==> config.mk <==
export PLATFORM = sky130hd
export DESIGN_NAME = aoab_bridge
export DESIGN_NICKNAME = d
export VERILOG_FILES = /design/src/aoab_pkg.sv /design/src/aoab_tick.sv /design/src/aoab_diag_seq.sv /design/src/aoab_bridge.sv
export VERILOG_INCLUDE_DIRS = /design/src
export SDC_FILE = /design/constraint.sdc
export NUM_CORES = 1
export LEC_CHECK = 0
export ABC_AREA = 1
export BUFFER_PORTS_ARGS = -buffer_cell sky130_fd_sc_hd__buf_2
export CORE_MARGIN = 5
export CORE_UTILIZATION = 55
export DETAILED_ROUTE_END_ITERATION = 8
export HOLD_SLACK_MARGIN = 0.05
export PLACE_DENSITY_LB_ADDON = 0.3
export SLEW_MARGIN = 20
export SYNTH_ARGS = -nofsm -noshare
export SYNTH_HDL_FRONTEND = slang
export SYNTH_SLANG_ARGS = --single-unit
==> constraint.sdc <==
create_clock -name mclk_i -period 15.34 [get_ports mclk_i]
set_input_delay 2.301 -clock mclk_i [delete_from_list [all_inputs] [get_ports mclk_i]]
set_output_delay 2.301 -clock mclk_i [all_outputs]
set_load 0.01 [all_outputs]
==> src/aoab_defines.svh <==
// constants of the acyclic object access bridge
`ifndef AOAB_DEFINES_SVH
`define AOAB_DEFINES_SVH
`define AOAB_DPV1_INDEX  8'h64
`define AOAB_HDR_BYTES   4'h8
`define AOAB_ACK_BYTES   5'h04
`define AOAB_BUF_DEPTH   16
`define AOAB_BUF_FULL    5'h10
`define AOAB_DATA_OVF    5'h11
`define AOAB_FIRST_SLOT  8'h02
`define AOAB_SLOT_OFFSET 8'h01
`define AOAB_ERR_NONE    32'h0000_0000
`define AOAB_ERR_DENIED  32'h0000_0701
`define AOAB_ERR_LENGTH  32'h0000_0705
`define AOAB_ERR_SLOT    32'h0000_0706
`define AOAB_CLK_KHZ     25000
`define AOAB_PULSE_MS    200
`define AOAB_FLASH_MS    500
`define AOAB_GAP_TICKS   4'h3
`define AOAB_PAUSE_TICKS 4'h8
`endif

==> src/aoab_pkg.sv <==
// types of the acyclic object access bridge
`default_nettype none
package aoab_pkg;
  typedef struct packed {
    logic [15:0] index;
    logic [7:0]  subindex;
    logic        dir_write;
    logic [31:0] length;
    logic [7:0]  position;
  } aoab_req_t;

  typedef struct packed {
    logic run_green;
    logic run_blue;
    logic bus_fault_green;
    logic diag_red;
  } aoab_lamp_t;

  typedef enum logic [2:0] {ST_IDLE, ST_RX, ST_OBJ, ST_DONE, ST_TX} aoab_state_t;
  typedef enum logic [2:0] {D_OFF, D_PAUSE, D_CODE, D_GAP, D_LOC} aoab_dstate_t;
endpackage
`default_nettype wire

==> src/aoab_tick.sv <==
// free running timebase, one pulse every CYC clocks
`timescale 1ns/100ps
`default_nettype none
module aoab_tick #(
  parameter int unsigned CYC = 16
) (
  input  wire logic mclk_i,
  input  wire logic sys_rst_i,
  output logic      tick_o
);
  logic [31:0] cnt;
  wire         wrap = (cnt == 32'(CYC - 1));

  always_ff @(posedge mclk_i or posedge sys_rst_i) begin
    if (sys_rst_i) begin
      cnt    <= 32'h0000_0000;
      tick_o <= 1'b0;
    end else begin
      cnt    <= wrap ? 32'h0000_0000 : cnt + 32'h0000_0001;
      tick_o <= wrap;
    end
  end
endmodule
`default_nettype wire

==> src/aoab_diag_seq.sv <==
// diagnostic lamp pulse sequencer: code burst, gap, location burst, pause
`timescale 1ns/100ps
`default_nettype none
`include "aoab_defines.svh"
module aoab_diag_seq (
  input  wire logic       mclk_i,
  input  wire logic       sys_rst_i,
  input  wire logic       tick_i,
  input  wire logic       active_i,
  input  wire logic [3:0] code_i,
  input  wire logic [7:0] loc_i,
  output logic            red_o
);
  aoab_pkg::aoab_dstate_t state;
  logic [8:0] half;
  logic [3:0] code;
  logic [7:0] loc;
  // each pulse is one tick on and one tick off
  // a burst opens lit on its first tick and ends on the off tick of its last pulse
  wire        code_end = (half + 9'h002 == {4'h0, code, 1'b1});
  wire        loc_end  = (half + 9'h002 == {loc, 1'b1});
  wire        wait_end = (half[3:0] == `AOAB_PAUSE_TICKS);
  wire        gap_end  = (half[3:0] == `AOAB_GAP_TICKS);

  always_ff @(posedge mclk_i or posedge sys_rst_i) begin
    if (sys_rst_i) begin
      state <= aoab_pkg::D_OFF;
      half  <= 9'h000;
      code  <= 4'h0;
      loc   <= 8'h00;
      red_o <= 1'b0;
    end else if (!active_i) begin
      state <= aoab_pkg::D_OFF;
      half  <= 9'h000;
      red_o <= 1'b0;
    end else if (tick_i) begin
      half  <= half + 9'h001;
      red_o <= 1'b0;
      case (state)
        aoab_pkg::D_OFF, aoab_pkg::D_PAUSE: begin
          if (state == aoab_pkg::D_OFF || wait_end) begin
            // latched so a code change never splits a burst
            code  <= code_i;
            loc   <= loc_i;
            state <= aoab_pkg::D_CODE;
            half  <= 9'h000;
          end
        end
        aoab_pkg::D_CODE: begin
          red_o <= ~half[0] & ~code_end;
          if (code_end || code == 4'h0) begin
            state <= aoab_pkg::D_GAP;
            half  <= 9'h000;
            red_o <= 1'b0;
          end
        end
        aoab_pkg::D_GAP: begin
          if (gap_end) begin
            state <= aoab_pkg::D_LOC;
            half  <= 9'h000;
          end
        end
        aoab_pkg::D_LOC: begin
          red_o <= ~half[0] & ~loc_end;
          if (loc_end || loc == 8'h00) begin
            state <= aoab_pkg::D_PAUSE;
            half  <= 9'h000;
            red_o <= 1'b0;
          end
        end
        default: state <= aoab_pkg::D_OFF;
      endcase
    end
  end
endmodule
`default_nettype wire

==> src/aoab_bridge.sv <==
// acyclic object access bridge with status lamps
`timescale 1ns/100ps
`default_nettype none
`include "aoab_defines.svh"
// Summary of operation
// - access is one write then one read
// - read: write names object, read returns it
// - write: payload in write, result on read
// - write acknowledge is four zero bytes
// - failed write returns nonzero error code
// - header: index, subindex, direction, length
// - length counts payload; zero allowed on reads
// - dpv1 index 100, slot is position plus one
// - extra control/status modules take no slot
// - serve only when first slave enables dpv1
// - virtual slave dpv1 setting is ignored
// - only read-write objects complete an access
// - run lamp green started, blue update possible
// - bus fault lamp flashes idle, steady exchanging
// - pulse counts one to ten per fault
module aoab_bridge #(
  parameter int unsigned PULSE_CYC = `AOAB_PULSE_MS * `AOAB_CLK_KHZ,
  parameter int unsigned FLASH_CYC = `AOAB_FLASH_MS * `AOAB_CLK_KHZ
) (
  input  wire logic          mclk_i,
  input  wire logic          sys_rst_i,
  input  wire logic          wr_start_i,
  input  wire logic [7:0]    wr_index_i,
  input  wire logic [7:0]    wr_slot_i,
  input  wire logic          wr_valid_i,
  input  wire logic [7:0]    wr_byte_i,
  input  wire logic          wr_end_i,
  input  wire logic          rd_req_i,
  output logic               rd_nak_o,
  output logic               rd_valid_o,
  output logic [7:0]         rd_byte_o,
  output logic               rd_last_o,
  input  wire logic          param_valid_i,
  input  wire logic [1:0]    param_slave_i,
  input  wire logic          param_dpv1_i,
  input  wire logic [7:0]    term_count_i,
  output aoab_pkg::aoab_req_t od_req_o,
  output logic               od_start_o,
  output logic               od_wr_valid_o,
  output logic [7:0]         od_wr_byte_o,
  input  wire logic          od_rd_valid_i,
  input  wire logic [7:0]    od_rd_byte_i,
  input  wire logic          od_done_i,
  input  wire logic          od_rw_ok_i,
  input  wire logic [31:0]   od_err_i,
  input  wire logic          started_i,
  input  wire logic          usb_update_i,
  input  wire logic          bus_comm_i,
  input  wire logic          data_exch_i,
  input  wire logic          err_active_i,
  input  wire logic [3:0]    err_code_i,
  input  wire logic [7:0]    err_loc_i,
  output aoab_pkg::aoab_lamp_t lamp_o
);
  aoab_pkg::aoab_state_t state;
  aoab_pkg::aoab_state_t next_state;
  aoab_pkg::aoab_req_t   req;
  logic [63:0] hdr;
  logic [3:0]  hcnt;
  logic [4:0]  dcnt;
  logic [4:0]  wcnt;
  logic [4:0]  rcnt;
  logic [4:0]  tcnt;
  logic [4:0]  tx_len;
  logic [7:0]  slot_q;
  logic [7:0]  index_q;
  logic        dpv1_en;
  logic [7:0]  buffer [0:`AOAB_BUF_DEPTH-1];
  logic        pulse_tick;
  logic        flash_tick;
  logic        flash;
  logic        diag_red;

  // header layout, most significant byte first
  assign req.index     = hdr[63:48];
  assign req.subindex  = hdr[47:40];
  assign req.dir_write = (hdr[39:32] != 8'h00);
  assign req.length    = hdr[31:0];
  assign req.position  = slot_q - `AOAB_SLOT_OFFSET;

  wire idx_ok  = (index_q == `AOAB_DPV1_INDEX);
  // positions count physical terminals only, so the control/status
  // module of each added virtual slave never shifts the numbering
  wire slot_ok = (slot_q >= `AOAB_FIRST_SLOT) &&
                 (req.position <= term_count_i);
  wire len_ok  = (req.length <= 32'(`AOAB_BUF_DEPTH)) &&
                 (req.length == 32'(dcnt));
  wire hdr_ok  = (hcnt == `AOAB_HDR_BYTES);
  wire [31:0] check_err =
      (!dpv1_en || !idx_ok)                ? `AOAB_ERR_DENIED :
      !slot_ok                             ? `AOAB_ERR_SLOT :
      (!hdr_ok || (req.dir_write && !len_ok)) ? `AOAB_ERR_LENGTH :
      `AOAB_ERR_NONE;
  wire [31:0] obj_err = !od_rw_ok_i ? `AOAB_ERR_DENIED : od_err_i;
  wire [31:0] next_result = (state == aoab_pkg::ST_RX) ? check_err : obj_err;
  wire go_done = (next_state == aoab_pkg::ST_DONE) && (state != aoab_pkg::ST_DONE);
  // a read of an empty object answers with an error rather than nothing
  wire empty_rd = !req.dir_write && (rcnt == 5'h00);
  wire [31:0] ack_code = (empty_rd && next_result == `AOAB_ERR_NONE) ?
                         `AOAB_ERR_LENGTH : next_result;
  wire ack_mode = req.dir_write || (next_result != `AOAB_ERR_NONE) || empty_rd;
  wire rx_hdr  = (state == aoab_pkg::ST_RX) && wr_valid_i && !hdr_ok;
  wire rx_data = (state == aoab_pkg::ST_RX) && wr_valid_i && hdr_ok;
  wire obj_wr  = (state == aoab_pkg::ST_OBJ) && req.dir_write &&
                 (32'(wcnt) < req.length);
  wire tx_end  = (tcnt == tx_len - 5'h01);

  assign rd_nak_o = rd_req_i && (state != aoab_pkg::ST_DONE);

  always_comb begin
    next_state = state;
    case (state)
      aoab_pkg::ST_IDLE: next_state = state;
      aoab_pkg::ST_RX: begin
        if (wr_end_i) begin
          next_state = (check_err == `AOAB_ERR_NONE) ? aoab_pkg::ST_OBJ :
                       aoab_pkg::ST_DONE;
        end
      end
      aoab_pkg::ST_OBJ: begin
        if (od_done_i) begin
          next_state = aoab_pkg::ST_DONE;
        end
      end
      aoab_pkg::ST_DONE: begin
        if (rd_req_i) begin
          next_state = aoab_pkg::ST_TX;
        end
      end
      aoab_pkg::ST_TX: begin
        if (tx_end) begin
          next_state = aoab_pkg::ST_IDLE;
        end
      end
      default: next_state = aoab_pkg::ST_IDLE;
    endcase
    if (wr_start_i) begin
      next_state = aoab_pkg::ST_RX;
    end
  end

  always_ff @(posedge mclk_i or posedge sys_rst_i) begin
    if (sys_rst_i) begin
      state <= aoab_pkg::ST_IDLE;
    end else begin
      state <= next_state;
    end
  end

  // only the first slave's parameter data may switch the service
  always_ff @(posedge mclk_i or posedge sys_rst_i) begin
    if (sys_rst_i) begin
      dpv1_en <= 1'b0;
    end else if (param_valid_i && param_slave_i == 2'h0) begin
      dpv1_en <= param_dpv1_i;
    end
  end

  // telegram capture; a new write restarts everything
  always_ff @(posedge mclk_i or posedge sys_rst_i) begin
    if (sys_rst_i) begin
      hdr     <= 64'h0000_0000_0000_0000;
      hcnt    <= 4'h0;
      dcnt    <= 5'h00;
      slot_q  <= 8'h00;
      index_q <= 8'h00;
    end else if (wr_start_i) begin
      hcnt    <= 4'h0;
      dcnt    <= 5'h00;
      slot_q  <= wr_slot_i;
      index_q <= wr_index_i;
    end else if (rx_hdr) begin
      hdr  <= {hdr[55:0], wr_byte_i};
      hcnt <= hcnt + 4'h1;
    end else if (rx_data && dcnt != `AOAB_DATA_OVF) begin
      dcnt <= dcnt + 5'h01;
    end
  end

  // one buffer holds payload, fetched data or the acknowledge
  always_ff @(posedge mclk_i) begin
    if (rx_data && dcnt < `AOAB_BUF_FULL) begin
      buffer[dcnt[3:0]] <= wr_byte_i;
    end
    if (state == aoab_pkg::ST_OBJ && od_rd_valid_i && rcnt < `AOAB_BUF_FULL) begin
      buffer[rcnt[3:0]] <= od_rd_byte_i;
    end
    if (go_done && ack_mode) begin
      buffer[0] <= ack_code[31:24];
      buffer[1] <= ack_code[23:16];
      buffer[2] <= ack_code[15:8];
      buffer[3] <= ack_code[7:0];
    end
  end

  // object side: start pulse, payload stream, returned bytes
  always_ff @(posedge mclk_i or posedge sys_rst_i) begin
    if (sys_rst_i) begin
      od_req_o      <= '0;
      od_start_o    <= 1'b0;
      od_wr_valid_o <= 1'b0;
      od_wr_byte_o  <= 8'h00;
      wcnt          <= 5'h00;
      rcnt          <= 5'h00;
    end else begin
      od_start_o    <= (next_state == aoab_pkg::ST_OBJ) && (state != aoab_pkg::ST_OBJ);
      od_wr_valid_o <= obj_wr;
      if (next_state == aoab_pkg::ST_OBJ && state != aoab_pkg::ST_OBJ) begin
        od_req_o <= req;
        wcnt     <= 5'h00;
        rcnt     <= 5'h00;
      end else if (state == aoab_pkg::ST_OBJ) begin
        if (obj_wr) begin
          od_wr_byte_o <= buffer[wcnt[3:0]];
          wcnt         <= wcnt + 5'h01;
        end
        if (od_rd_valid_i && rcnt < `AOAB_BUF_FULL) begin
          rcnt <= rcnt + 5'h01;
        end
      end
    end
  end

  // read answer, held until the next read arrives
  always_ff @(posedge mclk_i or posedge sys_rst_i) begin
    if (sys_rst_i) begin
      tx_len     <= 5'h00;
      tcnt       <= 5'h00;
      rd_valid_o <= 1'b0;
      rd_byte_o  <= 8'h00;
      rd_last_o  <= 1'b0;
    end else begin
      rd_valid_o <= (state == aoab_pkg::ST_TX);
      rd_last_o  <= (state == aoab_pkg::ST_TX) && tx_end;
      if (go_done) begin
        tx_len <= ack_mode ? `AOAB_ACK_BYTES : rcnt;
      end
      if (state == aoab_pkg::ST_TX) begin
        rd_byte_o <= buffer[tcnt[3:0]];
        tcnt      <= tcnt + 5'h01;
      end else begin
        tcnt <= 5'h00;
      end
    end
  end

  aoab_tick #(
    .CYC (PULSE_CYC)
  ) u_pulse_tick (
    .mclk_i    (mclk_i),
    .sys_rst_i (sys_rst_i),
    .tick_o    (pulse_tick)
  );

  aoab_tick #(
    .CYC (FLASH_CYC)
  ) u_flash_tick (
    .mclk_i    (mclk_i),
    .sys_rst_i (sys_rst_i),
    .tick_o    (flash_tick)
  );

  aoab_diag_seq u_diag (
    .mclk_i    (mclk_i),
    .sys_rst_i (sys_rst_i),
    .tick_i    (pulse_tick),
    .active_i  (err_active_i),
    .code_i    (err_code_i),
    .loc_i     (err_loc_i),
    .red_o     (diag_red)
  );

  always_ff @(posedge mclk_i or posedge sys_rst_i) begin
    if (sys_rst_i) begin
      flash  <= 1'b0;
      lamp_o <= '0;
    end else begin
      flash                  <= flash ^ flash_tick;
      lamp_o.run_green       <= started_i && !usb_update_i;
      lamp_o.run_blue        <= usb_update_i;
      // communicating but not yet exchanging leaves the lamp dark
      lamp_o.bus_fault_green <= data_exch_i || (!bus_comm_i && flash);
      lamp_o.diag_red        <= diag_red;
    end
  end
endmodule
`default_nettype wire

Word level (Yosys, flattened, before mapping)
Memories as Yosys holds them, arrays and structs flattened. A register that Yosys moved wholly into a read port is not among the register bits.
Index checks and enable logic that the tools add are counted.
{"block": "word_totals", "in_bits": 102, "mem_count": 1, "mem_bits_rw": 128, "ff_bits": 278, "output_inout_bits": 90, "word_cells": 207}
{"name": "buffer", "words": 16, "word_bits": 8, "read_ports": 2, "rd_ports_with_merged_regs": 2, "write_ports": 5, "line": "aoab_bridge.sv:73", "rtl": "logic [7:0] buffer [0:`AOAB_BUF_DEPTH-1];"}
{"block": "classes", "n_mux": 56, "reduce_logical": 62, "n_eq_ne": 29, "n_addsub": 11, "order_cmp": 6, "bitwise": 8}
{"operator": "$mux W32", "count": 5}
{"operator": "$add A32 B1 Y32 const B", "count": 2}
{"operator": "$logic_not A32 Y1", "count": 2}
{"operator": "$mux W5", "count": 11}
{"operator": "$mux W9", "count": 6}
{"operator": "$pmux W9 S4", "count": 1}
{"operator": "$mux W11", "count": 3}
{"operator": "$mux W3", "count": 11}
{"operator": "$eq A32 B23 Y1 const B", "count": 1}
{"operator": "$eq A32 B24 Y1 const B", "count": 1}
{"operator": "$eq A32 B5 Y1", "count": 1}
{"operator": "$le A32 B5 Y1 const B", "count": 1}
{"operator": "$lt A5 B32 Y1", "count": 1}
{"operator": "$reduce_bool A32 Y1", "count": 1}
{"operator": "$logic_and A1 B1 Y1", "count": 23}
{"operator": "$add A5 B1 Y5 const B", "count": 4}
{"operator": "$eq A3 B2 Y1 const B", "count": 6}
{"operator": "$ne A3 B2 Y1 const B", "count": 6}
{"operator": "$pmux W3 S5", "count": 1}
{"operator": "$mux W1", "count": 12}
{"operator": "$mux W4", "count": 3}
{"operator": "$pmux W3 S4", "count": 1}
{"operator": "$lt A5 B5 Y1 const B", "count": 2}
{"operator": "$reduce_bool A2 Y1", "count": 5}
{"operator": "37 further kinds", "count": 62}

Logic depth before layout (Yosys ltp)
{"block": "logic_depth", "ltp_word": 18, "ltp_mapped": 22, "mapped_depth_nobuf": 21}

Modules after synthesis
A second synthesis with hierarchy kept.
{"block": "unflattened", "hier_cells": 2580, "hier_area_um2": 21456.8}
{"mod": "aoab_bridge", "instances": 1, "seq_area_each_um2": 8923.6, "area_each_um2": 15563.7, "cells_per_inst": 1722}
{"mod": "aoab_tick at u_flash_tick", "instances": 1, "seq_area_each_um2": 825.8, "area_each_um2": 2095.8, "cells_per_inst": 311}
{"mod": "aoab_tick at u_pulse_tick", "instances": 1, "seq_area_each_um2": 825.8, "area_each_um2": 2055.7, "cells_per_inst": 299}
{"mod": "aoab_diag_seq", "instances": 1, "seq_area_each_um2": 625.6, "area_each_um2": 1741.7, "cells_per_inst": 248}

Least setup slack after synthesis
OpenSTA, ideal clock, no wires.
{"block": "synth_path", "path_kind": "input -> output", "start": "input rd_req_i", "end": "output rd_nak_o", "path_slack_ns": 10.524, "cell_stages": 2, "required_time_ns": 13.039, "arrival_ns": 2.515, "path_cell_list": "inv_1 -> nor2_1"}
{"block": "synth_between", "elab_chain_len": 1}
{"element": "from (decl)", "line": "aoab_bridge.sv:33", "rtl": "input wire logic rd_req_i,"}
{"element": "$logic_and A1 B1 Y1", "line": "aoab_bridge.sv:113", "rtl": "assign rd_nak_o = rd_req_i && (state != aoab_pkg::ST_DONE);"}
{"element": "to (decl)", "line": "aoab_bridge.sv:34", "rtl": "output logic rd_nak_o,"}
Every way passes these cells.

Worst setup path in the final report
Same ends and word-level chain as after synthesis.

==> summary.txt <==
Run status
  – Status: finished, final reports clean

Layout
  – Fin cells: 3,142
  – Storage element area: 0.0112 mm2
  – Layout area overhead: 13.7%
  – Fin util: 63.1%
  – Most frequent cells in the layout: nand2_1 (507), dfrtp_1 (293), nor2_1 (290)
  – Layout cells sized above 1: 12.3%
  – Fillers: 3,092
  – Nets: 2,720
  – Multi-input logic area: 0.00808 mm2
  – Most common cell after layout, fill and taps aside: nand2_1

Die
  – Chip Width: 204 um
  – Io pins: 192
  – Die area: 0.0418 mm2
  – Core area: 0.0375 mm2
  – Core Rows: 71
  – Die H: 204 um
  – Initial core utilization: 55.4%

Worst setup path
  – CP startpoint kind: primary input
  – Worst stage delay on the critical path: 0.15 ns
  – Most used cell, CP: buf_2
  – Max stage delay cell, worst path: buf_2
  – Crit path kind: primary input to primary output
  – Buffers & Inverters on Critical Path: 3
  – Critical path fanouts, max: 3
  – WP depth: 4
  – Critical Path Sink Type: primary output
  – Reg2reg path depth: 18
  – Worst path required time: 13.04 ns
  – Crit path max-delay family: buffers and inverters
  – CP arrival: 2.74 ns
  – Worst path cell trace: buf_2 -> inv_1 -> nor2_1 -> buf_2

Timing
  – Fin. Hold Viols: 0
  – Final Max Slew Viols: 0
  – Worst Tran Pin Value: 1.12 ns
  – Worst setup margin: 10.29 ns
  – Setup violations, final: 0
  – Fmax: 198 MHz
  – RSZ-0062 raised after global routing: no
  – Fin crit period: 5.05 ns
  – Period utilisation layout: 32.9%
  – Setup TNS: 0 ns
  – Slew HR: 25.0%
  – Clk_skew: 0.0124 ns

GRT
  – First-pass GRT wire length: 89,100 um
  – Vias in the first global route: 17,100
  – Initial antenna violation count: 4
  – Largest net degree at the start of global routing: 160
  – Grt total ovfl: 0
  – Total global-route track usage: 26.5%

Synth
  – Share of flip-flops with an asynchronous set or reset: 69.7%
  – Mean Syn Cell Area: 8.51 um2
  – Synthesis Warnings: 0
  – Sequential fraction of the synthesis area: 53.9%
  – Mapped Cells: 2,443
  – Cell variety after synth: 52
  – #FFs+latches synth: 422
  – Area leader, netlist: dfrtp_1
  – Top cell type's share of synthesized area: 35.4%
  – Top cells by area, synth: dfrtp_1 (35%), edfxtp_1 (18%), nand2_1 (9.2%)
  – Synth Cell Area: 0.0208 mm2
  – Syn_nets: 2,573
  – Post-synth EDFFs: 128
  – Most common flop cell mapped by yosys: dfrtp_1

Clock network
  – Hold_buf cts: 0
  – Clock Path Buffers: 3
  – Post-CTS Setup Bufs: 0
  – Clock Latency Late Sink: 0.58 ns
  – Sink Count: 422
  – Clk slew on worst S/H paths: 0.06 ns
  – Clock Root Buffer: clkbuf_16
  – Inserted Clock Buffers: 46
  – CTS tree: built
  – H-tree levels: 2
  – Post-CTS Resized: 0

Power and ir drop
  – Peak VDD IR: 0.0000956 V
  – Leakage power: 10.8 nW
  – Switching Power: 1.07 mW
  – Combinational group share of total power: 22.1%
  – Power Total: 3.32 mW
  – Pwr/cell area: 140 mW/mm2
  – Switching Share: 32.3%
  – Flop pwr share: 45.0%
  – Clock share of power: 32.9%
  – Internal: 2.25 mW

Flow run
  – Max cap viols: 0

Detailed routing
  – Via count: 17,900
  – Drt pass-1 iters: 8
  – Antenna viol nets, final: 0
  – Detailed Route Iter0 Violations: 1,960
  – DR vias/cell: 5.69
  – Drt drc: 0
  – Final WL: 56,100 um
  – WL per Instance: 17.9 um

Place
  – Dpl cells: 3,051
  – RD Place Congestion: 0.891
  – Port buffer count: 191
  – Dpl hpwl: 38,600 um
  – Pre-CTS setup slack: 9.84 ns

Worst hold path
  – Worst Hold Depth: 0
  – HP Class: flop to flop
routing by layer:
metal	vias up	global-route usage, %	wire, um
met5	-	0	0
met1	8548	34.5	22400
met4	0	10.7	2240
li1	8427	-	-
met2	759	44.5	27600
met3	145	4.41	3870
cells by family after synthesis:
family | share of synthesized area, %
and+or+nand+nor | 21.3
AOI/OAI and AO/OA | 13.5
DFF | 53.9
buffers and inverters | 7.35
xor gates and xnor gates | 1.90
adders and majority gates | 1.69
muxes | 0.367
power by group through the flow:
stage / clock network, mW / logic [mW] / registers, mW
after floorplan: 0 / 0.425 / 1.51
after detailed placement: 0 / 0.721 / 1.51
after global placement: 0 / 0.695 / 1.50
after global routing: 1.15 / 0.818 / 1.51
final: 1.09 / 0.734 / 1.49
after CTS: 1.10 / 0.731 / 1.49
metrics by stage:
stage          area [um2]  hold WS (ns)
6_report            23600         0.376
2_1_floorplan       20800         0.354
5_1_grt             23600         0.387
3_3_place_gp        22100         0.369
3_5_place_dp        22100         0.365
4_1_cts             23600         0.381
area by class of cell:
type	instances	share of cell area (%)
multi-input combinational	1623	34.2
sequential	422	47.4
clock buffer	64	5.41
antenna	5	0.0529
inverter	292	4.67
tap	511	2.70
clock inverter	20	0.879
timing repair buffer	205	4.73
cells in the mapped netlist, drive strengths merged, types with 3 or more instances:
| master | number |
|---|---|
| nand3b | 8 |
| o221ai | 12 |
| xor2 | 34 |
| a22o | 7 |
| nor3 | 47 |
| buf | 21 |
| o21ai | 308 |
| or2 | 3 |
| o21a | 5 |
| mux2 | 5 |
| o22ai | 23 |
| nand2 | 519 |
| nor4 | 20 |
| xnor2 | 11 |
| a21oi | 96 |
| a41oi | 8 |
| o211ai | 5 |
| a211oi | 5 |
| a31oi | 3 |
| dfrtp | 294 |
| o32ai | 22 |
| inv | 289 |
| ha | 28 |
| nor2 | 299 |
| edfxtp | 128 |
| clkinv | 3 |
| nand3 | 90 |
| clkbuf | 85 |
| nand4 | 49 |
worst paths after layout:
path                                        end    startpoint  slack, ns
min reg2reg                           lamp_o[0]  u_diag.red_o       0.38
min in group asynchronous  u_pulse_tick.cnt[29]     sys_rst_i       1.69
max                                    rd_nak_o      rd_req_i      10.29
max reg2reg                        buffer[2][3]     slot_q[0]      10.93
min                                   lamp_o[0]  u_diag.red_o       0.38
max in group asynchronous   u_flash_tick.cnt[8]     sys_rst_i      12.00
worst reg2reg max path: cells and delay by family (launching register included):
family          cells  cell delay [ns]
compound gates      3             0.89
xor+xnor            1             0.28
fa+ha+maj           2             0.51
buf+inv             1             0.15
simple gates       11             1.84
flops               1             0.40
sequential cells by signal (all words and copies together), names as in the netlist, 8 cells and up:
register and count:
od_req_o 65, slot_q 8, rd_byte_o 8, u_pulse_tick.cnt 32
od_wr_byte_o 8, hdr 64, u_diag.half 9, u_diag.loc 8
buffer 128, index_q 8, u_flash_tick.cnt 32
(Power assumes the default switching activity.)
